## config.mk

```make
export PLATFORM = sky130hd
export DESIGN_NAME = byte_link_gpio_port
export DESIGN_NICKNAME = d
export VERILOG_FILES = /design/src/rtl/gpio_port_pkg.sv /design/src/rtl/byte_link_gpio_port.sv /design/src/rtl/pin_sync.sv
export SDC_FILE = /design/constraint.sdc
export NUM_CORES = 1
export LEC_CHECK = 0
export BUFFER_PORTS_ARGS = -buffer_cell sky130_fd_sc_hd__buf_2
export CAP_MARGIN = 20
export CELL_PAD_IN_SITES_DETAIL_PLACEMENT = 0
export CELL_PAD_IN_SITES_GLOBAL_PLACEMENT = 2
export CORE_MARGIN = 8
export CORE_UTILIZATION = 31
export DETAILED_ROUTE_END_ITERATION = 12
export PLACE_DENSITY = 0.84
export SLEW_MARGIN = 15
export SYNTH_ARGS = -nofsm -noshare
export SYNTH_HDL_FRONTEND = slang
export SYNTH_SLANG_ARGS = --single-unit
```

## constraint.sdc

```tcl
create_clock -name sys_clk_i -period 5.26 [get_ports sys_clk_i]
set_input_delay 1.052 -clock sys_clk_i [delete_from_list [all_inputs] [get_ports sys_clk_i]]
set_output_delay 1.052 -clock sys_clk_i [all_outputs]
set_load 0.05 [all_outputs]
```

## src/rtl/gpio_port_pkg.sv

```systemverilog
// Purpose: shared constants for the byte link general-purpose port
// Assumes: AXI4-Lite register access, 32-bit data, one word per register
// Notes:   register offsets are byte addresses

`default_nettype none

package gpio_port_pkg;

  // ==========================================================
  // widths
  localparam int unsigned PIN_COUNT  = 7;
  localparam int unsigned ADDR_WIDTH = 4;
  localparam int unsigned DATA_WIDTH = 32;
  localparam int unsigned REG_WIDTH  = 8;

  // ==========================================================
  // register offsets
  localparam logic [ADDR_WIDTH-1:0] OFFS_PORT_DATA = 4'h0;
  localparam logic [ADDR_WIDTH-1:0] OFFS_PORT_DIR  = 4'h4;
  localparam logic [ADDR_WIDTH-1:0] OFFS_PORT_CTRL = 4'h8;

  // ==========================================================
  // control register fields
  localparam int unsigned CTRL_LINK_EN_BIT = 0;
  localparam int unsigned CTRL_PULLUP_BIT  = 1;

  // ==========================================================
  // reset values
  localparam logic [PIN_COUNT-1:0] PORT_DATA_RST = 7'h00;
  localparam logic [PIN_COUNT-1:0] PORT_DIR_RST  = 7'h00;
  localparam logic                 LINK_EN_RST   = 1'b0;
  localparam logic                 PULLUP_RST    = 1'b0;

  // ==========================================================
  // axi responses
  localparam logic [1:0] RESP_OKAY   = 2'h0;
  localparam logic [1:0] RESP_SLVERR = 2'h2;

endpackage

`default_nettype wire

```

## src/rtl/byte_link_gpio_port.sv

```systemverilog
// Purpose: general-purpose port sharing pins with the byte link controller
// Assumes: AXI4-Lite slave on sys_clk_i, one write and one read at a time
// Notes:   link controller supplies its own pin drive and ownership mask
//
// The AXI4-Lite slave port and the register offsets were left to the implementer.

`default_nettype none

module byte_link_gpio_port (
  input  wire logic                                sys_clk_i,
  input  wire logic                                nrst_i,
  // axi4-lite write address
  input  wire logic [gpio_port_pkg::ADDR_WIDTH-1:0] s_axi_awaddr_i,
  input  wire logic                                s_axi_awvalid_i,
  output logic                                     s_axi_awready_o,
  // axi4-lite write data
  input  wire logic [gpio_port_pkg::DATA_WIDTH-1:0] s_axi_wdata_i,
  input  wire logic [3:0]                          s_axi_wstrb_i,
  input  wire logic                                s_axi_wvalid_i,
  output logic                                     s_axi_wready_o,
  // axi4-lite write response
  output logic      [1:0]                          s_axi_bresp_o,
  output logic                                     s_axi_bvalid_o,
  input  wire logic                                s_axi_bready_i,
  // axi4-lite read address
  input  wire logic [gpio_port_pkg::ADDR_WIDTH-1:0] s_axi_araddr_i,
  input  wire logic                                s_axi_arvalid_i,
  output logic                                     s_axi_arready_o,
  // axi4-lite read data
  output logic      [gpio_port_pkg::DATA_WIDTH-1:0] s_axi_rdata_o,
  output logic      [1:0]                          s_axi_rresp_o,
  output logic                                     s_axi_rvalid_o,
  input  wire logic                                s_axi_rready_i,
  // port pins, split into input, output and enable
  input  wire logic [gpio_port_pkg::PIN_COUNT-1:0]  pin_i,
  output logic      [gpio_port_pkg::PIN_COUNT-1:0]  pin_o,
  output logic      [gpio_port_pkg::PIN_COUNT-1:0]  pin_oe_o,
  output logic                                     pin_pullup_en_o,
  // link controller side
  input  wire logic [gpio_port_pkg::PIN_COUNT-1:0]  link_pin_out_i,
  input  wire logic [gpio_port_pkg::PIN_COUNT-1:0]  link_pin_own_i,
  output logic                                     link_function_enable_o
);
  import gpio_port_pkg::*;

  // ==========================================================
  // registers
  logic [PIN_COUNT-1:0] port_data_reg;  // output latch
  logic [PIN_COUNT-1:0] port_dir_reg;   // pin direction bits
  logic                 link_en_reg;    // link function enable
  logic                 pullup_reg;     // pullup enable
  logic [PIN_COUNT-1:0] pin_level_sync; // synchronised pin level
  logic [PIN_COUNT-1:0] link_owned;     // pins held by the link

  // write channel holding
  logic                  aw_held_reg;   // address taken, awaiting data
  logic [ADDR_WIDTH-1:0] aw_addr_reg;   // taken write address
  logic                  w_held_reg;    // data taken, awaiting address
  logic [DATA_WIDTH-1:0] w_data_reg;    // taken write data
  logic [3:0]            w_strb_reg;    // taken byte strobes
  logic                  wr_fire;       // both halves present
  logic [ADDR_WIDTH-1:0] wr_addr;       // effective write address
  logic [DATA_WIDTH-1:0] wr_data;       // effective write data
  logic [3:0]            wr_strb;       // effective strobes
  logic                  wr_lane0;      // low byte lane written

  // ==========================================================
  // pin synchroniser
  pin_sync u_pin_sync (
    .sys_clk_i (sys_clk_i),
    .nrst_i    (nrst_i),
    .async_i   (pin_i),
    .sync_o    (pin_level_sync)
  );

  // ==========================================================
  // pin ownership and drive
  // link owns a pin only while its function is enabled
  assign link_owned = link_en_reg ? link_pin_own_i : '0;

  // per-pin drive selection
  genvar g;
  generate
    for (g = 0; g < PIN_COUNT; g++) begin : g_pin
      always_ff @(posedge sys_clk_i or negedge nrst_i) begin
        if (!nrst_i) begin
          pin_o[g]    <= 1'b0;
          pin_oe_o[g] <= 1'b0;
        end else if (link_owned[g]) begin
          // link drives its own pin, latch ignored
          pin_o[g]    <= link_pin_out_i[g];
          pin_oe_o[g] <= 1'b1;
        end else begin
          // latch drives only when direction is output
          pin_o[g]    <= port_data_reg[g];
          pin_oe_o[g] <= port_dir_reg[g];
        end
      end
    end
  endgenerate

  // pullup enable straight from its register bit
  assign pin_pullup_en_o        = pullup_reg;
  assign link_function_enable_o = link_en_reg;

  // ==========================================================
  // axi write path
  // ready while the half is not yet held and no response pending
  assign s_axi_awready_o = !aw_held_reg && !s_axi_bvalid_o;
  assign s_axi_wready_o  = !w_held_reg && !s_axi_bvalid_o;

  // merge held and live halves
  assign wr_addr = aw_held_reg ? aw_addr_reg : s_axi_awaddr_i;
  assign wr_data = w_held_reg ? w_data_reg : s_axi_wdata_i;
  assign wr_strb = w_held_reg ? w_strb_reg : s_axi_wstrb_i;
  assign wr_fire = (aw_held_reg || (s_axi_awvalid_i && s_axi_awready_o))
                && (w_held_reg || (s_axi_wvalid_i && s_axi_wready_o));
  assign wr_lane0 = wr_fire && wr_strb[0];

  // hold whichever half arrives first
  always_ff @(posedge sys_clk_i or negedge nrst_i) begin
    if (!nrst_i) begin
      aw_held_reg <= 1'b0;
      aw_addr_reg <= '0;
      w_held_reg  <= 1'b0;
      w_data_reg  <= '0;
      w_strb_reg  <= 4'h0;
    end else if (wr_fire) begin
      aw_held_reg <= 1'b0;
      w_held_reg  <= 1'b0;
    end else begin
      if (s_axi_awvalid_i && s_axi_awready_o) begin
        aw_held_reg <= 1'b1;
        aw_addr_reg <= s_axi_awaddr_i;
      end
      if (s_axi_wvalid_i && s_axi_wready_o) begin
        w_held_reg <= 1'b1;
        w_data_reg <= s_axi_wdata_i;
        w_strb_reg <= s_axi_wstrb_i;
      end
    end
  end

  // write response, error for unmapped address
  always_ff @(posedge sys_clk_i or negedge nrst_i) begin
    if (!nrst_i) begin
      s_axi_bvalid_o <= 1'b0;
      s_axi_bresp_o  <= RESP_OKAY;
    end else if (wr_fire) begin
      s_axi_bvalid_o <= 1'b1;
      unique case (wr_addr)
        OFFS_PORT_DATA, OFFS_PORT_DIR, OFFS_PORT_CTRL: begin
          s_axi_bresp_o <= RESP_OKAY;
        end
        default: begin
          s_axi_bresp_o <= RESP_SLVERR;
        end
      endcase
    end else if (s_axi_bready_i) begin
      s_axi_bvalid_o <= 1'b0;
    end
  end

  // ==========================================================
  // register writes, taken on any write with the low byte strobe set
  // output latch, written even when the link owns the pin
  always_ff @(posedge sys_clk_i or negedge nrst_i) begin
    if (!nrst_i) begin
      port_data_reg <= PORT_DATA_RST;
    end else if (wr_lane0 && wr_addr == OFFS_PORT_DATA) begin
      port_data_reg <= wr_data[PIN_COUNT-1:0];
    end
  end

  // direction bits, reset to all inputs
  always_ff @(posedge sys_clk_i or negedge nrst_i) begin
    if (!nrst_i) begin
      port_dir_reg <= PORT_DIR_RST;
    end else if (wr_lane0 && wr_addr == OFFS_PORT_DIR) begin
      port_dir_reg <= wr_data[PIN_COUNT-1:0];
    end
  end

  // control bits
  always_ff @(posedge sys_clk_i or negedge nrst_i) begin
    if (!nrst_i) begin
      link_en_reg <= LINK_EN_RST;
      pullup_reg  <= PULLUP_RST;
    end else if (wr_lane0 && wr_addr == OFFS_PORT_CTRL) begin
      link_en_reg <= wr_data[CTRL_LINK_EN_BIT];
      pullup_reg  <= wr_data[CTRL_PULLUP_BIT];
    end
  end

  // ==========================================================
  // axi read path
  // one read at a time, address taken only when idle
  assign s_axi_arready_o = !s_axi_rvalid_o;

  // read data registered one cycle after the address
  always_ff @(posedge sys_clk_i or negedge nrst_i) begin
    if (!nrst_i) begin
      s_axi_rvalid_o <= 1'b0;
      s_axi_rdata_o  <= '0;
      s_axi_rresp_o  <= RESP_OKAY;
    end else if (s_axi_arvalid_i && s_axi_arready_o) begin
      s_axi_rvalid_o <= 1'b1;
      s_axi_rdata_o  <= '0;
      s_axi_rresp_o  <= RESP_OKAY;
      unique case (s_axi_araddr_i)
        OFFS_PORT_DATA: begin
          // per pin: latch for outputs, pin level for inputs
          s_axi_rdata_o[PIN_COUNT-1:0] <=
            (port_dir_reg & port_data_reg)
            | (~port_dir_reg & pin_level_sync);
        end
        OFFS_PORT_DIR: begin
          s_axi_rdata_o[PIN_COUNT-1:0] <= port_dir_reg;
        end
        OFFS_PORT_CTRL: begin
          s_axi_rdata_o[CTRL_LINK_EN_BIT] <= link_en_reg;
          s_axi_rdata_o[CTRL_PULLUP_BIT]  <= pullup_reg;
        end
        default: begin
          s_axi_rresp_o <= RESP_SLVERR;
        end
      endcase
    end else if (s_axi_rready_i) begin
      s_axi_rvalid_o <= 1'b0;
    end
  end

endmodule

`default_nettype wire

```

## src/rtl/pin_sync.sv

```systemverilog
// Purpose: two flip-flop synchroniser for the port pin inputs
// Assumes: pins are asynchronous to sys_clk_i
// Notes:   first stage is read only by the second stage

`default_nettype none

module pin_sync (
  input  wire logic                               sys_clk_i,
  input  wire logic                               nrst_i,
  input  wire logic [gpio_port_pkg::PIN_COUNT-1:0] async_i,
  output logic      [gpio_port_pkg::PIN_COUNT-1:0] sync_o
);
  import gpio_port_pkg::*;

  // ==========================================================
  // synchroniser stages
  logic [PIN_COUNT-1:0] meta_reg; // first stage, metastable capture

  // two-stage capture per pin
  genvar g;
  generate
    for (g = 0; g < PIN_COUNT; g++) begin : g_sync
      always_ff @(posedge sys_clk_i or negedge nrst_i) begin
        if (!nrst_i) begin
          meta_reg[g] <= 1'b0;
          sync_o[g]   <= 1'b0;
        end else begin
          meta_reg[g] <= async_i[g];
          sync_o[g]   <= meta_reg[g];
        end
      end
    end
  endgenerate

endmodule

`default_nettype wire

```

==> results of run 1 <==
## synthesized netlist by cell type
cell,number
clkbuf_1,4
or3_4,1
a32o_1,1
a2111oi_0,1
nor2_1,7
conb_1,1
and2b_2,1
or2b_1,1
nor3b_1,1
o21ai_0,8
a222oi_1,1
dfrtp_1,69
nand3b_2,2
nor3_1,1
nor2b_1,2
o32ai_1,4
a22o_1,2
mux2i_1,8
a22oi_1,2
nand3b_1,3
buf_4,27
nand2b_1,9
or4_1,1
and3_2,1
buf_6,1
mux2_2,42
inv_1,7
a21oi_1,8
a221o_2,1
or3b_2,1
nand2_1,17
## cells by family (layout without fill, tap and decap cells)
group,count (synthesis),in the layout
DFF,69,69
muxes,50,50
and+or+nand+nor,48,48
buffers and inverters,39,96
AOI/OAI and AO/OA,28,28
other,1,27
## metal layers
| layer | part of all wire (%) | routed length, um | vias to the layer above |
|---|---|---|---|
| met1 | 44 | 2930 | 933 |
| met5 | 0.20 | 13 | - |
| met4 | 2.6 | 175 | 2 |
| met2 | 46 | 3040 | 70 |
| li1 | - | - | 927 |
| met3 | 7.4 | 493 | 13 |
## through the flow
stage / total power [mW] / util [%] / hold slack (ns) / setup WS (ns) / cell area, um2
after global routing: 2.11 / 37.3 / 0.356 / 2.71 / 3580
after global placement: 1.60 / 35.5 / 0.335 / 2.41 / 3400
after CTS: 2.02 / 37.3 / 0.352 / 2.75 / 3580
after floorplan: 1.44 / - / 0.331 / 2.74 / 3090
after detailed placement: 1.61 / 35.5 / 0.336 / 2.37 / 3400
final: 2.00 / 37.3 / 0.349 / 2.79 / 3580
## final timing paths
kind                                             start              endpoint  slack (ns)  cells after the start
worst max-delay path                 s_axi_awaddr_i[0]       port_dir_reg[3]        2.79                      5
worst min-delay path            u_pin_sync.meta_reg[1]  u_pin_sync.sync_o[1]        0.35                      0
worst max register to register             aw_held_reg       port_dir_reg[3]        2.95                      4
worst min register to register  u_pin_sync.meta_reg[1]  u_pin_sync.sync_o[1]        0.35                      0
max in group asynchronous                       nrst_i      port_data_reg[1]        3.59                      2
min in group asynchronous                       nrst_i           pin_oe_o[1]        0.68                      1
## critical path, delay by kind of cell
kind / cells / cell delay [ns]
multiplexers: 1 / 0.36
AND/OR/NAND/NOR: 2 / 0.71
buffers and inverters: 1 / 0.10
AO/OA/AOI/OAI: 1 / 0.48
## report_power, final
part / internal (mW) / switching (mW)
registers: 0.704 / 0.128
clock network: 0.212 / 0.197
logic: 0.262 / 0.496
total: 1.18 / 0.822
## final cells by class
| type | count | area [um2] | area share [%] |
|---|---|---|---|
| sequential | 69 | 1730 | 48.2 |
| tap | 133 | 166 | 4.65 |
| clock buffer | 9 | 124 | 3.46 |
| inverter | 7 | 26.3 | 0.734 |
| clock inverter | 6 | 55.1 | 1.54 |
| multi-input combinational | 153 | 1110 | 31.0 |
| timing repair buffer | 74 | 373 | 10.4 |
==> reports/metrics.cfg, run 1 <==
[outcome]
outcome=complete, no violations

[timing]
slew_violations=0
setup_violations=0
max_freq_ghz=0.405
tns_ns=0
worst_pin_slew_ns=0.735
finClkSkew_ns=0.0120
finalHoldViolCount=0
rsz0062_at_grt=false
min_period_over_period_pct=47.0
relSlewSlack_pct=49.8
min_period_ns=2.47

[grt]
grt.overflow.total=0
grt_pass1_vias=2090
grt.busiest_layer=met2
grt_max_degree=46
grt_use_total_pct=10.5
grt_pass1_wl_mm=10.4
use_met2_pct=16.4
grtUsageMet3_pct=3.43
use_met1_pct=12.1
antenna_found_initial=1

[floorplan]
core_area_um2=9590
dieArea_um2=13100
start_util_pct=31.2
fp.dieH_um=114
die_x_um=114
placementRows=36
pin_count=129

[place]
dp_hpwl_mm=4.92
numPlacedInstances=436
gp_congestion=0.708
port_buffers=73

[setup_path]
crit_required_ns=5.50
slowest_delay_ns=0.48
startpoint_type=input pin
critPathKind=input pin to register
crit_slowest_cell=a222oi_1
path_max_fanout=7
cp.arrival_ns=2.71
worstSetupEndpointType=register
path_cells=buf_2, or3_4, a222oi_1, nand3b_2, mux2_2

[route]
drc_errors=0
vias=1945
initialDrtViolationCount=86
ant_nets=0
wl_mm=6.66
drtPass1Iterations=4
wire_per_inst_um=14.8
vias_per_cell=4.31

[layout]
mostFrequentLayoutCells=buf_2 (73), dfrtp_1 (69), mux2_2 (42)
area_growth_pct=19.6
final_common_cell=buf_2
diodes=0
nets=386
final_layout_size_suffix_gt1_share_pct=43.4
fin_cells=451
final.fill_count=952

[synth]
synthesis.area_um2=2990
synthMuxAreaShare_pct=18.5
yosysTopAreaCell=dfrtp_1
synthXorXnorAreaFrac_pct=0
synthCells=235
netlist_top_cells_area=dfrtp_1 (58%), mux2_2 (16%), buf_4 (6.8%)
synth_top_cell_area_share_pct=57.7
synth_compound_area_share_pct=6.27
synth_cell_types=31
synth_top_family_by_area=multiplexers
ys_ff_latch=69
synthAdderAreaFrac_pct=0
yosys.area_share.simple_pct=8.94
ys_seq_area_share_pct=57.7
yosysWarnings=0
avgSynthCellArea_um2=12.7

[job]
cap_viol_max_count=0

[pwr]
p_leak_nw=1.76
peakVddDrop_mv=0.181
power_density_nw_per_um2=558

[clock_tree]
cts_buffers=9
cts_resized=0
cts_tree=done
ctsHoldBuffers=0
cts_setup_buffers=0
clk_pin_slew_ns=0.07
clkLatencyLatePin_ns=0.35
numClockSinks=69
clock-root-buffer=clkbuf_8
clockBufferDepth=2
htree_levels=3

[worst_hold_path]
hold_class=register to register

Note: power is estimated with default switching activity, not from simulation.
==> run 2, diff against run 1 <==
- CORE_UTILIZATION: 31 -> 29
- PLACE_DENSITY: 0.84 -> 0.8
- clock period: 5.26 -> 2.46 ns (I/O delays scaled with it)
==> run 2 against run 1 <==
- clock-buffer cell count rose by 3
- critical path type is now register to register
- final cell count grew 1.8%
- die area increased by 5.9%
- largest power group unchanged
- register-to-register slack lost 2.7 ns
==> reports/metrics.cfg, run 2 (synthesis results as in run 1) <==
[layout]
fin_cells=459
multi_input_area_um2=1110
regArea_um2=1730
final_util_pct=36.1
nets=390
mostFrequentLayoutCells=buf_2 (73), dfrtp_1 (69), mux2_2 (42)
fin_area_um2=3670
final_common_cell=buf_2
area_growth_pct=22.7
diodes=0
final_layout_size_suffix_gt1_share_pct=44.0
final.fill_count=1045

[timing]
max_freq_ghz=0.461
worst_pin_slew_ns=0.767
slew_violations=0
relSlewSlack_pct=47.5
tns_ns=0
rsz0062_at_grt=false
setup_violations=0
min_period_over_period_pct=88.2
finClkSkew_ns=0.00575
finalHoldViolCount=0
min_period_ns=2.17

[clock_tree]
htree_levels=3
clk_pin_slew_ns=0.07
clkLatencyLatePin_ns=0.34
clockBufferDepth=2
cts_setup_buffers=0
ctsHoldBuffers=0
cts_resized=0
cts_buffers=9
clock-root-buffer=clkbuf_8
numClockSinks=69
cts_tree=done

[pwr]
power_frac_comb_pct=37.5
total_power_mw=4.46
p_seq_share_pct=39.4
switching_power_mw=1.75
peakVddDrop_mv=0.445
power_density_nw_per_um2=1210
p_clk_share_pct=23.1
power.internal_mw=2.71
p_leak_nw=1.80
switching_share_pct=39.3

[route]
vias=1935
drc_errors=0
wl_met1_mm=2.87
wire_per_inst_um=14.5
maxUsedRoutingLayer=met4
wl_met3_um=447
dr_wl_met2_mm=3.18
ant_nets=0
vias_per_cell=4.22
wl_mm=6.65
initialDrtViolationCount=84
drtPass1Iterations=4

[place]
gp_congestion=0.749
port_buffers=73
dp_hpwl_mm=4.97
place_area_um2=3450
numPlacedInstances=443

[setup_path]
reg2regPathDepth=5
worst-path-stages=5
slowest_delay_ns=0.53
cp.arrival_ns=2.40
critPathKind=register to register
crit_slowest_cell=dfrtp_1
crit_required_ns=2.69
path_max_fanout=11
crit_family=simple AND/OR/NAND/NOR gates
worst-path-buf-inv=1
startpoint_type=register
path_cells=or3b_2, a222oi_1, buf_4, nand3b_2, mux2_2
worstSetupEndpointType=register

[grt]
grt.overflow.total=0
grt_pass1_vias=2132
grt_use_total_pct=10.0
grt_max_degree=43
antenna_found_initial=0
grt_pass1_wl_mm=10.8

[floorplan]
dieArea_um2=13800
core_area_um2=10200
placementRows=37
fp.dieH_um=118
pin_count=129
start_util_pct=29.4
die_x_um=118

[job]
cap_viol_max_count=0

[outcome]
outcome=complete, no violations

[worst_hold_path]
hold_class=input pin to async pin

==> run 2: cell count changes in the layout (fill, tap and decap cells not counted) <==
| cell | before | now |
|---|---|---|
| buf_12 | 0 | 1 |
| clkbuf_8 | 9 | 11 |
| buf_4 | 1 | 4 |
| clkbuf_1 | 0 | 1 |
| bufinv_16 | 1 | 2 |
| clkinv_2 | 5 | 2 |
==> run 2: stage by stage <==
stage | hold slack (ns) | worst slack, ns
after floorplan | 0.196 | 0.415
after global placement | 0.334 | 0.305
after detailed placement | 0.335 | 0.327
after CTS | 0.174 | 0.280
after global routing | 0.195 | 0.162
final | 0.158 | 0.291
==> run 2: metal layers <==
metal  track usage (%)  vias up
met2              15.7       70
met5                 0        -
met1              11.5      923
met3              3.74       11
met4              6.00        0
li1                  -      931
==> run 2: power groups by stage <==
stage | clock network [mW] | logic [mW] | registers [mW]
final | 1.03 | 1.67 | 1.76
after global routing | 1.12 | 1.79 | 1.81
after CTS | 1.07 | 1.69 | 1.77
after detailed placement | 0 | 1.69 | 1.79
after global placement | 0 | 1.67 | 1.77
after floorplan | 0 | 0.851 | 2.22
==> run 2: final timing paths <==
path                                   startpoint                endpoint  slack, ns
setup / recovery                      aw_held_reg        port_data_reg[3]       0.29
hold / removal                             nrst_i                pin_o[1]       0.16
setup reg to reg                      aw_held_reg        port_data_reg[3]       0.29
hold reg to reg            u_pin_sync.meta_reg[3]    u_pin_sync.sync_o[3]       0.35
max in group asynchronous                  nrst_i           w_data_reg[3]       1.64
min in group sys_clk_i                   pin_i[1]  u_pin_sync.meta_reg[1]       0.25
==> run 2: area by class of cell <==
| cell class | count | share of cell area [%] |
|---|---|---|
| Sequential cell | 69 | 47.0 |
| Timing Repair Buffer | 78 | 11.3 |
| Multi-Input combinational cell | 153 | 30.2 |
| Clock buffer | 12 | 4.22 |
| Tap cell | 136 | 4.63 |
| Clock inverter | 4 | 1.91 |
| Inverter | 7 | 0.715 |
==> run 3, diff against run 2 <==
- SKIP_CTS_REPAIR_TIMING: unset -> 1
- SYNTH_HIERARCHICAL: unset -> 1
==> run 3 against run 2 <==
- sequential power about the same
- via count decreased by 0.47%
- clock-buffer cell count unchanged
- clock skew about the same
- utilization did not move
- critical path type unchanged
- highest routed layer unchanged
==> reports/metrics.cfg, run 3 <==
[timing]
slew_violations=0
finClkSkew_ns=0.00575
hold_ws_ns=0.158
min_period_over_period_pct=87.8
relSlewSlack_pct=47.5
tns_ns=0
worst_pin_slew_ns=0.767
finalHoldViolCount=0
min_period_ns=2.16
setup_violations=0
max_freq_ghz=0.463
rsz0062_at_grt=false

[setup_path]
worst-path-buf-inv=1
slowest_delay_ns=0.53
crit_required_ns=2.69
crit-reg2reg-launch=aw_held_reg
path_cells=or3b_2, a222oi_1, buf_4, nand3b_2, mux2_2
startpoint_type=register
reg2regPathDepth=5
worstSetupEndpointType=register
path_max_fanout=11
crit_slowest_cell=dfrtp_1
worst-path-stages=5
cp-startpoint=aw_held_reg
critPathKind=register to register
crit_family=simple AND/OR/NAND/NOR gates
cp.arrival_ns=2.39

[floorplan]
pin_count=129
placementRows=37
fp.dieH_um=118
die_x_um=118
dieArea_um2=13800
start_util_pct=29.4
core_area_um2=10200

[clock_tree]
cts_buffers=9
clockBufferDepth=2
cts_tree=done
numClockSinks=69
clk_pin_slew_ns=0.07
clock-root-buffer=clkbuf_8
htree_levels=3
clkLatencyLatePin_ns=0.34

[layout]
nets=390
mostFrequentLayoutCells=buf_2 (73), dfrtp_1 (69), mux2_2 (42)
area_growth_pct=22.7
final_layout_size_suffix_gt1_share_pct=44.0
diodes=0
final_common_cell=buf_2
final.fill_count=1045
final_util_pct=36.1

[place]
port_buffers=73
dp_hpwl_mm=4.97
gp_congestion=0.749

[pwr]
power.internal_mw=2.71
peakVddDrop_mv=0.445
switching_power_mw=1.75
p_leak_nw=1.80
total_power_mw=4.46
power_frac_comb_pct=37.5
power_density_nw_per_um2=1210
p_seq_share_pct=39.4
p_clk_share_pct=23.1
switching_share_pct=39.3

[route]
ant_nets=0
wire_per_inst_um=14.5
drc_errors=0
vias=1926
vias_per_cell=4.20
initialDrtViolationCount=85
drtPass1Iterations=4
wl_mm=6.64

[synth]
synthAdderAreaFrac_pct=0
synth.top_cells.by_count=dfrtp_1 (69), mux2_2 (42), buf_4 (27), nand2_1 (17), nand2b_1 (9)
synth_top_family_by_area=multiplexers
yosysMostFrequentCell=dfrtp_1
synthMuxAreaShare_pct=18.5
synthesis.area_um2=2990
synth_edf_count=0
ys.flop_type=dfrtp_1
yosys.area_share.simple_pct=8.94
synthCells=235
synth_top_cell_area_share_pct=57.7
yosysWarnings=6
yosysTopAreaCell=dfrtp_1
synth-async-reset-ratio_pct=100
synth_compound_area_share_pct=6.27
synth_cell_types=31
netlist_top_cells_area=dfrtp_1 (58%), mux2_2 (16%), buf_4 (6.8%)
synthXorXnorAreaFrac_pct=0
ys_seq_area_share_pct=57.7
avgSynthCellArea_um2=12.7
ys_ff_latch=69

[grt]
grt_use_total_pct=10.0
grt.overflow.total=0
antenna_found_initial=0
grt_max_degree=43
grt_pass1_vias=2132
grt_pass1_wl_mm=10.8

[worst_hold_path]
hold_class=input pin to async pin

[outcome]
outcome=complete, no violations

[job]
cap_viol_max_count=0

-- run 3: worst paths after layout --
path                                     endpoint  slack [ns]
hold reg to reg              u_pin_sync/sync_o[3]        0.35
setup reg to reg                 port_data_reg[4]        0.30
max in group asynchronous           w_data_reg[3]        1.64
hold / removal                           pin_o[1]        0.16
min in group sys_clk_i     u_pin_sync/meta_reg[1]        0.25
setup / recovery                 port_data_reg[4]        0.30
-- run 3: logic make-up after synthesis --
kind of cell / after synthesis
buf+inv: 39
other cells: 1
mux: 50
compound gates: 28
flops: 69
simple gates: 48
-- run 3: per-layer routing --
metal  track usage [%]  share of wire (%)  vias to the layer above
li1                  -                  -                      932
met5                 0                  0                        -
met3              3.74                6.5                       11
met2              15.7                 48                       66
met4              6.00                2.3                        0
met1              11.5                 43                      917
-- run 3: final cells by class --
class | instances | area, um2 | area share [%]
Clock inverter | 4 | 70.1 | 1.91
Multi-Input combinational cell | 153 | 1110 | 30.2
Sequential cell | 69 | 1730 | 47.0
Inverter | 7 | 26.3 | 0.715
Clock buffer | 12 | 155 | 4.22
Tap cell | 136 | 170 | 4.63
Timing Repair Buffer | 78 | 415 | 11.3
-- run 3: worst reg2reg max path, cell delays in order (launching register included) --
cell and delay (ns):
dfrtp_1 0.53, or3b_2 0.50, a222oi_1 0.24, buf_4 0.19
nand3b_2 0.24, mux2_2 0.36
-- run 3: power groups by stage --
stage          clock (mW)  sequential, mW  combinational, mW
3_5_place_dp            0            1.79               1.69
5_1_grt              1.12            1.81               1.79
2_1_floorplan           0            2.22              0.851
3_3_place_gp            0            1.77               1.67
6_report             1.03            1.76               1.67
4_1_cts              1.07            1.77               1.69
-- run 3: through the flow --
step	instances	setup WS [ns]	cell area [um2]
6_report	459	0.301	3670
5_1_grt	459	0.162	3670
4_1_cts	459	0.280	3670
3_5_place_dp	443	0.327	3450
3_3_place_gp	443	0.305	3450
2_1_floorplan	261	0.415	3090
